--- src/design/lec_pkg.sv ---
// Constants and types shared by the lookup engine control block
// Notes on behaviour
// - Bit 7 set stops unicast source learning.
// - Drop frames whose source equals switch MAC.
// - Self filtering needs global bit and port bit.
// - Bit 5 write-one starts whole-table flush, self-clears.
// - Flushes remove entries within the flush scope.
// - Bit 4 write-one starts spanning-tree instance flush.
// - Bit 3 clear drops multicast source frames.
// - Bit 2 enables aging, resets to one.
// - Bit 1 selects fast aging, resets zero.
// - Bit 0 flushes ports whose link drops.
// - Scope codes: none, dynamic, static, both.
package lec_pkg;

    // Register indices; byte address is four times the index
    localparam logic [11:0] LEC_IDX_CTRL1 = 12'h311;
    localparam logic [11:0] LEC_IDX_SCOPE = 12'h320;
    localparam logic [11:0] LEC_IDX_PFILT = 12'h321;
    localparam logic [11:0] LEC_IDX_MACLO = 12'h322;
    localparam logic [11:0] LEC_IDX_MACHI = 12'h323;

    // Control register fields and reset value
    localparam int LEC_B_LEARN_DIS = 7;
    localparam int LEC_B_SA_FILT = 6;
    localparam int LEC_B_FLUSH_TBL = 5;
    localparam int LEC_B_FLUSH_MSTP = 4;
    localparam int LEC_B_MC_FWD = 3;
    localparam int LEC_B_AGE_EN = 2;
    localparam int LEC_B_FAST_AGE = 1;
    localparam int LEC_B_LD_FLUSH = 0;
    localparam logic [7:0] LEC_CTRL1_RST = 8'h0C;
    localparam logic [7:0] LEC_CTRL1_CFG_MASK = 8'hCF;

    // Flush scope codes
    localparam logic [1:0] LEC_SCOPE_NONE = 2'h0;
    localparam logic [1:0] LEC_SCOPE_DYN = 2'h1;
    localparam logic [1:0] LEC_SCOPE_STAT = 2'h2;
    localparam logic [1:0] LEC_SCOPE_BOTH = 2'h3;
    localparam logic [1:0] LEC_SCOPE_RST = 2'h0;

    // Group bit of the first address octet
    localparam int LEC_SA_MC_BIT = 40;

    // Bus encodings
    localparam logic [2:0] LEC_HSIZE_WORD = 3'h2;
    localparam logic LEC_HRESP_OKAY = 1'b0;

    typedef enum logic [0:0] {
        LEC_FL_IDLE = 1'b0,
        LEC_FL_REQ = 1'b1
    } lec_fl_state_t;

endpackage

--- src/design/lec_ctrl.sv ---
// Lookup engine control register with AHB-Lite slave, frame filter and flush triggers
//
// Local design decision: the AHB-Lite interface to the registers.
`timescale 1ns/1ns
module lec_ctrl
    import lec_pkg::*;
#(
    parameter int NPORTS = 4,
    parameter int PW = (NPORTS > 1) ? $clog2(NPORTS) : 1
) (
    input wire logic hclk,
    input wire logic hresetn,
    input wire logic hsel,
    input wire logic [31:0] haddr,
    input wire logic [1:0] htrans,
    input wire logic hwrite,
    input wire logic [2:0] hsize,
    input wire logic [31:0] hwdata,
    input wire logic hready,
    output logic hreadyout,
    output logic hresp,
    output logic [31:0] hrdata,
    output logic learn_en,
    output logic sa_filt_en,
    output logic mc_src_fwd,
    output logic age_en,
    output logic fast_age_en,
    input wire logic rx_valid,
    input wire logic [PW-1:0] rx_port,
    input wire logic [47:0] rx_sa,
    output logic chk_valid,
    output logic chk_drop,
    output logic chk_drop_self,
    output logic chk_drop_mcast,
    input wire logic [NPORTS-1:0] link_up,
    output logic ld_flush_valid,
    output logic [NPORTS-1:0] ld_flush_ports,
    output logic tbl_flush_req,
    output logic [1:0] tbl_flush_scope,
    input wire logic tbl_flush_done,
    output logic mstp_flush_req,
    output logic [1:0] mstp_flush_scope,
    input wire logic mstp_flush_done
);

    typedef struct packed {
        logic [7:0] ctrl;
        logic learn_en;
        logic [1:0] scope;
        logic [NPORTS-1:0] port_filt;
        logic [47:0] mac;
        logic dph_wr;
        logic rd_pend;
        logic [29:0] dph_addr;
        logic hready_o;
        logic hresp_o;
        logic [31:0] rdata;
        logic chk_valid;
        logic chk_drop;
        logic chk_self;
        logic chk_mc;
        logic [NPORTS-1:0] ls1;
        logic [NPORTS-1:0] ls2;
        logic [NPORTS-1:0] ls3;
        logic ld_valid;
        logic [NPORTS-1:0] ld_ports;
    } lec_st_t;

    lec_st_t r;
    lec_st_t n;

    logic acc;
    logic wr_ctrl;
    logic tbl_start;
    logic mstp_start;
    logic tbl_busy;
    logic mstp_busy;
    logic port_en;
    logic self_hit;
    logic mc_hit;
    logic [NPORTS-1:0] fall;
    logic [7:0] ctrl_view;

    // Word address match against a register index
    function automatic logic lec_hit(input logic [29:0] wa, input logic [11:0] idx);
        return wa == {18'h0, idx};
    endfunction

    assign acc = hsel && htrans[1] && hready;
    assign wr_ctrl = r.dph_wr && lec_hit(r.dph_addr, LEC_IDX_CTRL1);
    assign tbl_start = wr_ctrl && hwdata[LEC_B_FLUSH_TBL];
    assign mstp_start = wr_ctrl && hwdata[LEC_B_FLUSH_MSTP];

    // Trigger bits read back as one while their flush runs
    assign ctrl_view = {r.ctrl[LEC_B_LEARN_DIS], r.ctrl[LEC_B_SA_FILT], tbl_busy, mstp_busy,
                        r.ctrl[3:0]};

    // Out-of-range port numbers never enable the self-address filter
    assign port_en = (32'(rx_port) < NPORTS) && r.port_filt[rx_port];
    assign self_hit = rx_valid && r.ctrl[LEC_B_SA_FILT] && port_en && (rx_sa == r.mac);
    assign mc_hit = rx_valid && rx_sa[LEC_SA_MC_BIT] && !r.ctrl[LEC_B_MC_FWD];

    // Falling edge on the synchronised link level
    assign fall = r.ls3 & ~r.ls2;

    always_comb begin
        n = r;
        // Address phase: writes complete with no wait, reads take one wait state
        n.dph_wr = acc && hwrite && (hsize == LEC_HSIZE_WORD);
        n.rd_pend = acc && !hwrite;
        if (acc) begin
            n.dph_addr = haddr[31:2];
        end
        if (acc && !hwrite) begin
            n.hready_o = 1'b0;
        end
        if (r.rd_pend) begin
            n.hready_o = 1'b1;
            n.rdata = '0;
            if (lec_hit(r.dph_addr, LEC_IDX_CTRL1)) begin
                n.rdata[7:0] = ctrl_view;
            end else if (lec_hit(r.dph_addr, LEC_IDX_SCOPE)) begin
                n.rdata[1:0] = r.scope;
            end else if (lec_hit(r.dph_addr, LEC_IDX_PFILT)) begin
                n.rdata[NPORTS-1:0] = r.port_filt;
            end else if (lec_hit(r.dph_addr, LEC_IDX_MACLO)) begin
                n.rdata = r.mac[31:0];
            end else if (lec_hit(r.dph_addr, LEC_IDX_MACHI)) begin
                n.rdata[15:0] = r.mac[47:32];
            end
        end
        n.hresp_o = LEC_HRESP_OKAY;

        // Data phase of a write
        if (r.dph_wr) begin
            if (lec_hit(r.dph_addr, LEC_IDX_CTRL1)) begin
                // Trigger bits are not stored; they start the flush engines
                n.ctrl = hwdata[7:0] & LEC_CTRL1_CFG_MASK;
            end else if (lec_hit(r.dph_addr, LEC_IDX_SCOPE)) begin
                n.scope = hwdata[1:0];
            end else if (lec_hit(r.dph_addr, LEC_IDX_PFILT)) begin
                n.port_filt = hwdata[NPORTS-1:0];
            end else if (lec_hit(r.dph_addr, LEC_IDX_MACLO)) begin
                n.mac[31:0] = hwdata;
            end else if (lec_hit(r.dph_addr, LEC_IDX_MACHI)) begin
                n.mac[47:32] = hwdata[15:0];
            end
        end
        n.learn_en = ~n.ctrl[LEC_B_LEARN_DIS];

        // Frame source check, answered one cycle after the request
        n.chk_valid = rx_valid;
        n.chk_self = self_hit;
        n.chk_mc = mc_hit;
        n.chk_drop = self_hit || mc_hit;

        // Link level synchroniser and link-down flush request
        n.ls1 = link_up;
        n.ls2 = r.ls1;
        n.ls3 = r.ls2;
        n.ld_valid = r.ctrl[LEC_B_LD_FLUSH] && (|fall);
        n.ld_ports = r.ctrl[LEC_B_LD_FLUSH] ? fall : '0;
    end

    always_ff @(posedge hclk or negedge hresetn) begin
        if (!hresetn) begin
            r <= '0;
            r.ctrl <= LEC_CTRL1_RST;
            r.learn_en <= 1'b1;
            r.scope <= LEC_SCOPE_RST;
            r.hready_o <= 1'b1;
        end else begin
            r <= n;
        end
    end

    lec_flush u_tbl_flush (
        .hclk(hclk),
        .hresetn(hresetn),
        .start(tbl_start),
        .scope(r.scope),
        .done(tbl_flush_done),
        .busy(tbl_busy),
        .req_scope(tbl_flush_scope)
    );

    lec_flush u_mstp_flush (
        .hclk(hclk),
        .hresetn(hresetn),
        .start(mstp_start),
        .scope(r.scope),
        .done(mstp_flush_done),
        .busy(mstp_busy),
        .req_scope(mstp_flush_scope)
    );

    assign hreadyout = r.hready_o;
    assign hresp = r.hresp_o;
    assign hrdata = r.rdata;
    assign learn_en = r.learn_en;
    assign sa_filt_en = r.ctrl[LEC_B_SA_FILT];
    assign mc_src_fwd = r.ctrl[LEC_B_MC_FWD];
    assign age_en = r.ctrl[LEC_B_AGE_EN];
    assign fast_age_en = r.ctrl[LEC_B_FAST_AGE];
    assign chk_valid = r.chk_valid;
    assign chk_drop = r.chk_drop;
    assign chk_drop_self = r.chk_self;
    assign chk_drop_mcast = r.chk_mc;
    assign ld_flush_valid = r.ld_valid;
    assign ld_flush_ports = r.ld_ports;
    assign tbl_flush_req = tbl_busy;
    assign mstp_flush_req = mstp_busy;
endmodule

--- src/design/lec_flush.sv ---
// One self-clearing flush trigger and its request to the table engine
`timescale 1ns/1ns
module lec_flush
    import lec_pkg::*;
(
    input wire logic hclk,
    input wire logic hresetn,
    input wire logic start,
    input wire logic [1:0] scope,
    input wire logic done,
    output logic busy,
    output logic [1:0] req_scope
);

    typedef struct packed {
        lec_fl_state_t state;
        logic [1:0] scope;
        logic busy;
    } lec_fl_st_t;

    lec_fl_st_t r;
    lec_fl_st_t n;

    always_comb begin
        n = r;
        unique case (r.state)
            LEC_FL_IDLE: begin
                // Scope none has no eligible entries, so nothing starts
                if (start && scope != LEC_SCOPE_NONE) begin
                    n.state = LEC_FL_REQ;
                    n.scope = scope;
                end
            end
            LEC_FL_REQ: begin
                // Only the engine's done ends it; software cannot cancel
                if (done) begin
                    n.state = LEC_FL_IDLE;
                    n.scope = LEC_SCOPE_NONE;
                end
            end
        endcase
        n.busy = (n.state == LEC_FL_REQ);
    end

    always_ff @(posedge hclk or negedge hresetn) begin
        if (!hresetn) begin
            r <= '0;
        end else begin
            r <= n;
        end
    end

    assign busy = r.busy;
    assign req_scope = r.scope;
endmodule

--- config.mk ---
export PLATFORM = sky130hd
export DESIGN_NAME = lec_ctrl
export DESIGN_NICKNAME = d
export VERILOG_FILES = /design/src/design/lec_pkg.sv /design/src/design/lec_ctrl.sv /design/src/design/lec_flush.sv
export SDC_FILE = /design/constraint.sdc
export NUM_CORES = 1
export LEC_CHECK = 0
export BUFFER_PORTS_ARGS = -buffer_cell sky130_fd_sc_hd__buf_2
export CAP_MARGIN = 25
export CORE_ASPECT_RATIO = 0.7
export CORE_MARGIN = 2
export CORE_UTILIZATION = 35
export CTS_CLUSTER_DIAMETER = 30
export DETAILED_ROUTE_END_ITERATION = 8
export GPL_TIMING_DRIVEN = 0
export SLEW_MARGIN = 20
export SYNTH_ARGS = -nofsm -noshare
export SYNTH_HDL_FRONTEND = slang
export SYNTH_HIERARCHICAL = 1
export SYNTH_SLANG_ARGS = --single-unit
--- constraint.sdc ---
create_clock -name hclk -period 2.1 [get_ports hclk]
set_clock_uncertainty 0.05 [all_clocks]
set_input_delay 0.105 -clock hclk [delete_from_list [all_inputs] [get_ports hclk]]
set_output_delay 0.105 -clock hclk [all_outputs]
set_load 0.005 [all_outputs]
# [Yosys cells after proc, flatten, opt, wreduce, memory -nomap -nowiden]
# Index checks and enable logic that the tools add are counted.
[word_totals] regBits=153 input_bits=131 output_inout_bits=54 elab_cells=97
[classes] n_lt_le_gt_ge=1 n_eq_ne=11 n_mux=22 bitwise=9 n_reduce_logical=29
[ops] operator="$eq 30x10->1 const B" count=5
[ops] operator="$eq 48x48->1" count=1
[ops] operator="$mux 16" count=3
[ops] operator="$mux 30" count=1
[ops] operator="$mux 28" count=1
[ops] operator="$mux 24" count=1
[ops] operator="$mux 8" count=3
[ops] operator="$logic_and 1x1->1" count=16
[ops] operator="$mux 3" count=4
[ops] operator="$pmux 3 s2" count=2
[ops] operator="$mux 4" count=2
[ops] operator="$not 1->1" count=7
[ops] operator="$reduce_and 2->1" count=3
[ops] operator="$reduce_and 6->1" count=1
[ops] operator="$reduce_and 5->1" count=1
[ops] operator="$and 4x4->4" count=1
[ops] operator="$ne 2x1->1 const B" count=2
[ops] operator="$ne 2x2->1 const B" count=2
[ops] operator="$not 4->4" count=1
[ops] operator="$reduce_and 4->1" count=1
[ops] operator="$reduce_bool 2->1" count=2
[ops] operator="$reduce_or 4->1" count=1
[ops] operator="$eq 3x2->1 const B" count=1
[ops] operator="$lt 2x3->1 const B" count=1
[ops] operator="other kinds (6)" count=9

# [Depth between registers and ports, before layout]
# Gate-level depths: netlist of run 1.
[logic_depth] depth_word=6 depth_mapped=8 mapped_depth_nobuf=7

# [Hierarchy]
# The synthesis of run 1 kept the hierarchy.
[modules_own_cells] mod="lec_ctrl" n_inst=1 cells_each=483 area_each_um2=6700.2 seq_area_each_um2=3683.5
[modules_own_cells] mod="lec_flush" n_inst=2 cells_each=13 area_each_um2=152.6 seq_area_each_um2=75.1

# [Worst setup path before layout of run 1]
# Ideal clock, no wire load.
[synth_path] path_type="register to register" start="reg r[72] (netlist name)" end="reg r[100] (netlist name)" setup_time_ns=0.125 arrival_ns=1.891 t_required_ns=1.925 path_slack_ns=0.034 stages_incl_launch_ff=8 n_path_buf=2 synth_period_minus_slack_ns=2.066 cell_sequence="dfrtp_1 nor4_2 nand4_2 nor3b_4 and4b_1 buf_6 buf_12 mux2_4"
[synth_between] elab_chain_cells=3 elab_cells_between_ends=8 classes_between="eq/ne: 4; bitwise: 3; reduce/logical: 1"
[synth_rtl] item="start, declared" line="lec_ctrl.sv:69" source="lec_st_t r;"
[synth_rtl] item="start signal, assigned" line="lec_ctrl.sv:173" source="r <= n;"
[synth_rtl] item="$eq 30x10->1" line="lec_ctrl.sv:86" source="return wa == {18'h0, idx};"
[synth_rtl] item="$not 1->1 (no line)"
[synth_rtl] item="$reduce_and 5->1 (no line) (*)"
# Mark *: on every way between the ends. The rest lies on a longest branch, timed or not.
# A chain may end at the register's enable or synchronous reset.

# [Final worst setup path of run 1]
[layout_path] start="reg r[80] (netlist name)" end="reg r[127] (netlist name)"
[layout_between] elab_chain_cells=3 elab_cells_between_ends=10 classes_between="eq/ne: 5; bitwise: 4; reduce/logical: 1"
[layout_rtl] item="$eq 30x10->1" line="lec_ctrl.sv:86"
[layout_rtl] item="$not 1->1 (no line)"
[layout_rtl] item="$reduce_and 6->1 (no line) (*)"
# Marks and branches as above.

==> metrics.cfg, run 1 <==
[grt]
grt_pass1_vias=5501
gr-usage-all-layers_pct=19.2
use_met2_pct=30.0
grt_max_degree=101
grt_pass1_wl_um=30600
met3_usage_pct=4.89
antenna_found_initial=1
grt_util_met1_pct=26.6
top_usage_layer=met2
grt_overflow=0

[setup_path]
critPathArrivalTime_ps=2470
crit_type=register to register
r2r_end=r[127]
cp-end-kind=register
worstPathMaxFanout=5
r2r_start=r[80]
reg2reg_depth=8
r2r_setup_slack_ps=-120
required_ps=2340
cp-start-kind=register

[route]
dr.first_iter.drc_count=268
wirelength_um=20100
wire_per_inst_um=18.5
ant_nets=0
vias=5157
vias_per_cell=4.76
drtPass1Iterations=4
drc=0

[power]
power_frac_seq_pct=45.6
clkPwrFrac_pct=44.5
comb_power_share_pct=9.9
power_switching_w=0.00162
p_int_w=0.00535
powerDensity_nw_per_um2=696
switching_share_pct=23.3
ir_drop_v=0.000431
leakagePower_nw=4.85

[timing]
finalHoldViolations=0
holdWs_ps=24.5
fmax_ghz=0.450
setup-violations-final=71
worst_slew_pin_slew_ps=626
timing.final.crit_period_ps=2220
report.final.slew_viol_count=0
relSlewSlack_pct=58.3
grt_setup_unrepaired=true
final.period_utilization_pct=106
setup_ws_ps=-122

[die]
die_w_um=173
row_count=43
dieArea_um2=21200
die_h_um=122
core_area_um2=19700
io_pins=185
start_util_pct=35.6

[hold_path]
min_path_type=primary input to register
holdPathEnd=chk_drop_self
min_delay_path_depth=4
hp-start=rx_sa[22]

[layout]
drive_above_1_share_pct=48.2
antenna_cells=0
final_area_um2=10000
finalNetCount=933
area_delta_synth_final_pct=43.1
final_common_cell=buf_2
final_cell_mix=buf_2, dfrtp_1, dlygate4sd3_1
fillers=1755

[clock_network]
cts_sinks=153
clk_latency_ps=420
ctsLongestPathBuffers=2
clk_pin_slew_worst_paths_ps=60
cts_root_buf=clkbuf_16
cts-htree-levels=4
cts_tree=done
numCtsBuffers=17

[run_status]
violations=setup timing
status=complete, but fails checks

[synth]
synthFlopType=dfrtp_1
ys_seq_area_share_pct=54.7
syn_nets=640
async_reset_ff_share_pct=100
syn-cell-area_um2=7010
yosys_warnings=6
yosys_register_bits=153
synth_edf_count=0
yosys.cell_types.count=54
syn_area_per_cell_um2=13.8
synthCells=509

[placed_design]
port_buffers=180
dpl_cell_area_um2=8310
gp_congestion=0.834
hpwl_um=14100

[run]
max_cap_viol_count=0

==> cells by family (layout without fill, tap and decap cells) <==
logic type                after synthesis  count (layout)  share of synthesized area, %
muxes                                 110             110                          19.5
and+or+nand+nor                        70              70                          6.48
xor gates and xnor gates               45              45                          5.63
AOI/OAI and AO/OA                      63              63                          7.00
other                                   1               1                        0.0535
DFF                                   153             153                          54.7
buffers and inverters                  67             371                          6.64
==> sequential cells by signal (all words and copies together) (netlist names), 2 cells and up <==
name,flops
r,90
u_mstp_flush/req_scope,2
n,8
u_tbl_flush/req_scope,2
ld_flush_ports,4
hrdata,32
ctrl_view,2
==> worst max path at each step <==
stage / cells past startpoint / slack (ps) / startpoint / end
6_report: 8 / -120 / r[80] / r[127]
5_1_grt: 8 / -240 / r[80] / r[132]
4_1_cts: 8 / -120 / r[80] / r[101]
3_5_place_dp: 6 / -490 / r[72] / hrdata[9]
3_3_place_gp: 1 / -1340 / hresetn / r[101]
2_1_floorplan: 7 / 30 / r[72] / r[100]
==> Yosys cell counts (3+ instances only) <==
cell type / count / area, um2
a21bo_1: 4 / 40.0
a21oi_1: 4 / 20.0
a22o_1: 16 / 140
a22oi_1: 5 / 37.5
a32oi_1: 3 / 26.3
and2_1: 4 / 25.0
and3_1: 3 / 18.8
buf_12: 3 / 60.1
buf_4: 38 / 285
clkbuf_1: 10 / 37.5
dfrtp_1: 149 / 3730
dfstp_2: 4 / 105
inv_1: 10 / 37.5
mux2_1: 12 / 135
mux2_2: 48 / 541
mux2_4: 30 / 450
mux2i_1: 17 / 170
mux4_2: 3 / 67.6
nand2_1: 5 / 18.8
nand2b_1: 5 / 31.3
nand3_1: 6 / 30.0
nand4_1: 11 / 68.8
nor2_1: 9 / 33.8
nor2b_1: 7 / 43.8
nor4_1: 7 / 43.8
o21ai_0: 8 / 40.0
o22ai_1: 3 / 18.8
o2bb2ai_1: 8 / 70.1
xnor2_1: 37 / 324
xor2_1: 8 / 70.1
==> per-stage QoR <==
stage	power (W)	TNS (ps)	setup slack, ps	utilization [%]	std cells
finish	0.00697	-5750	-122	50.9	1083
global route	0.00728	-14260	-235	50.9	1083
CTS	0.00704	-4880	-116	50.1	1076
global placement	0.00374	-224990	-1340	41.9	959
floorplan	0.00346	0	33.7	-	509
detailed placement	0.00378	-25890	-494	42.2	961
==> layout make-up <==
type	instances	area, um2	share of cell area (%)
Sequential cell	153	3830	38.3
Inverter	10	37.5	0.375
Clock buffer	19	443	4.42
Multi-Input combinational cell	289	2860	28.5
Clock inverter	11	148	1.47
Buffer	57	474	4.73
Tap cell	270	338	3.37
Timing Repair Buffer	274	1890	18.8
==> routing by layer <==
layer | routed length, um | part of all wire [%] | up-vias
met2 | 9170 | 46 | 152
met4 | 239 | 1.2 | 2
met1 | 9670 | 48 | 2606
li1 | - | - | 2379
met5 | 5 | 0.025 | -
met3 | 989 | 4.9 | 18
==> critical path, stage by stage (launching register included) <==
cell and delay [ps]:
dfrtp_1 410, nor4_4 310, nand4_2 140, buf_6 160, nor3b_4 190, and4_1 230, buf_6 150, clkbuf_16 170
mux2_4 300
==> power groups by stage <==
stage	combinational, W	sequential, W	clock (W)
after detailed placement	0.000572	0.00321	0
after global placement	0.000539	0.00320	0
after global routing	0.000756	0.00319	0.00333
after CTS	0.000693	0.00317	0.00318
final	0.000693	0.00318	0.00310
after floorplan	0.000272	0.00319	0
==> timing repair <==
item                                    in CTS  in global routing
resized for setup                           37                 27
hold endpoints to repair                   204                  0
gates cloned                                 0                  1
pin swaps                                    9                  5
hold buffers                                75                  0
endpoints found under the setup margin      92                 90
setup buffers                               10                  6
(Power assumes the default switching activity.)
==> run 2, diff against run 1 <==
- CTS_CLUSTER_DIAMETER: 30 -> 60
- GPL_ROUTABILITY_DRIVEN: not set -> 1
- SETUP_SLACK_MARGIN: not set -> 0.05
==> metrics.cfg, run 2 (synthesis results as in run 1) <==
[placed_design]
dp.cells=960  ; was 961
hpwl_um=13900  ; was 14100 um
gp_congestion=0.800  ; was 0.834
place_ws_ps=-521  ; was -494 ps
port_buffers=180  ; unchanged

[clock_network]
clk_pin_slew_worst_paths_ps=60  ; about the same
cts_sinks=153  ; unchanged
clk_latency_ps=420  ; about the same
cts_root_buf=clkbuf_16  ; unchanged
numCtsBuffers=17  ; unchanged
cts_tree=done  ; unchanged
cts-htree-levels=4  ; unchanged
ctsLongestPathBuffers=2  ; unchanged

[route]
wirelength_um=19900  ; was 20100 um
dr.first_iter.drc_count=247  ; was 268
wire_per_inst_um=18.3  ; was 18.5 um
drc=0  ; unchanged
drtPass1Iterations=5  ; was 4
ant_nets=0  ; unchanged
vias=5117  ; was 5157
vias_per_cell=4.71  ; was 4.76

[timing]
fmax_ghz=0.452  ; was 0.450 GHz
setup_ws_ps=-115  ; was -122 ps
holdWs_ps=20.1  ; was 24.5 ps
worst_slew_pin_slew_ps=642  ; was 626 ps
finalHoldViolations=0  ; unchanged
setup-violations-final=70  ; was 71
finalSetupTns_ps=-5620  ; was -5750 ps
report.final.slew_viol_count=0  ; unchanged
final.period_utilization_pct=105  ; was 106%
timing.final.crit_period_ps=2210  ; was 2220 ps
relSlewSlack_pct=57.2  ; was 58.3%
grt_setup_unrepaired=true  ; unchanged

[grt]
grt_pass1_vias=5497  ; was 5501
grt_util_met1_pct=25.7  ; was 26.6%
top_usage_layer=met2  ; unchanged
use_met2_pct=29.8  ; was 30.0%
grt_overflow=0  ; unchanged
grt_pass1_wl_um=30100  ; was 30600 um
gr-usage-all-layers_pct=18.6  ; was 19.2%
antenna_found_initial=1  ; unchanged
grt_max_degree=97  ; was 101
met3_usage_pct=4.46  ; was 4.89%

[setup_path]
cp-end-kind=register  ; unchanged
cp-start-kind=register  ; unchanged
worstPathMaxFanout=5  ; unchanged
crit_type=register to register  ; unchanged
crit_family=simple AND/OR/NAND/NOR gates  ; unchanged
critPathArrivalTime_ps=2470  ; about the same
cp_slowest_cell=dfrtp_1  ; unchanged
required_ps=2350  ; was 2340 ps
crit_path_cell_trace=nor4_4, nand4_2, buf_6, nor3b_4, and4_1, buf_6, clkbuf_16, mux2_4  ; unchanged
path_buf_inv=3  ; unchanged
crit_path_frequent_cell=buf_6  ; unchanged
critical-path-max-stage-delay_ps=410  ; about the same

[layout]
largest_reg_flops=90  ; unchanged
final_cell_mix=buf_2, dfrtp_1, dlygate4sd3_1  ; unchanged
regMostFlops=r  ; unchanged
area_delta_synth_final_pct=45.1  ; was 43.1%
fillers=1697  ; was 1755
final_common_cell=buf_2  ; unchanged
fin_cells=1086  ; was 1083
finalNetCount=933  ; unchanged
drive_above_1_share_pct=48.7  ; was 48.2%

[hold_path]
min_path_type=primary input to register  ; unchanged

[die]
row_count=43  ; unchanged
core_area_um2=19700  ; unchanged
die_h_um=122  ; unchanged
dieArea_um2=21200  ; unchanged
die_w_um=173  ; unchanged
io_pins=185  ; unchanged
start_util_pct=35.6  ; unchanged

[power]
power_w=0.00727  ; was 0.00697 W
powerDensity_nw_per_um2=715  ; was 696 nW/um2
leakagePower_nw=4.88  ; was 4.85 nW
ir_drop_v=0.000475  ; was 0.000431 V

[run_status]
violations=setup timing  ; unchanged
status=complete, but fails checks  ; unchanged

[run]
max_cap_viol_count=0  ; unchanged

[run 2: cell types whose count changed in the layout (fill, tap and decap cells not counted), sizes merged]
cell	change
dlygate4sd3	+2
bufinv	+1
buf	-2
clkinvlp	+2
clkbuf	-1
clkinv	-5
inv	+5
diode	+1
[run 2: metal layers]
layer,vias up,part of all wire [%]
met5,-,0
met3,13,6.9
li1,2391,-
met4,0,0.94
met2,151,46
met1,2562,46
[run 2: through the flow]
stage               utilization, %  cell area [um2]
detailed placement            42.1             8290
finish                        51.6            10200
floorplan                        -             7010
global route                  51.6            10200
global placement              41.9             8250
CTS                           50.7             9990
[run 2: worst reg2reg max path, cell delays in order, from the launching register on]
cell       delay [ps]
dfrtp_1           410
nor4_4            310
nand4_2           140
buf_6             150
nor3b_4           180
and4_1            220
buf_6             150
clkbuf_16         180
mux2_4            300
[run 2: layout make-up]
type / instances / area, um2 / area share [%]
Sequential cell: 153 / 3830 / 37.7
Antenna cell: 1 / 2.50 / 0.0246
Clock buffer: 18 / 439 / 4.32
Multi-Input combinational cell: 289 / 2920 / 28.7
Buffer: 57 / 479 / 4.71
Inverter: 10 / 37.5 / 0.369
Timing Repair Buffer: 274 / 1910 / 18.8
Tap cell: 270 / 338 / 3.32
Clock inverter: 14 / 209 / 2.06
[run 2: path summary, 6_finish.rpt]
check	from	to	slack, ps	cells after the start
worst max register to register	r[73]	r[125]	-110	8
worst min-delay path	rx_sa[24]	chk_drop_self	20	4
max in group asynchronous	hresetn	hreadyout	1030	3
worst max-delay path	r[73]	r[125]	-110	8
worst min register to register	n[10]	n[6]	300	0
min in group asynchronous	hresetn	r[115]	140	2
[run 2: power breakdown]
part	leakage, nW	total, W	internal, W	switching (W)
Combinational	2.55	0.000702	0.000388	0.000313
Clock	0.308	0.00337	0.00206	0.00132
Sequential	2.03	0.00319	0.00308	0.000113
Total	4.88	0.00727	0.00552	0.00175
[run 2: what timing repair did]
| action | 4_1_cts | 5_1_grt |
|---|---|---|
| setup buffers | 10 | 4 |
| gates resized for setup | 49 | 18 |
| endpoints found under the setup margin | 98 | 90 |
| pin swaps | 10 | 8 |
| hold buffers | 77 | 0 |
| cloned | 0 | 2 |
| hold endpoints to repair | 164 | 0 |
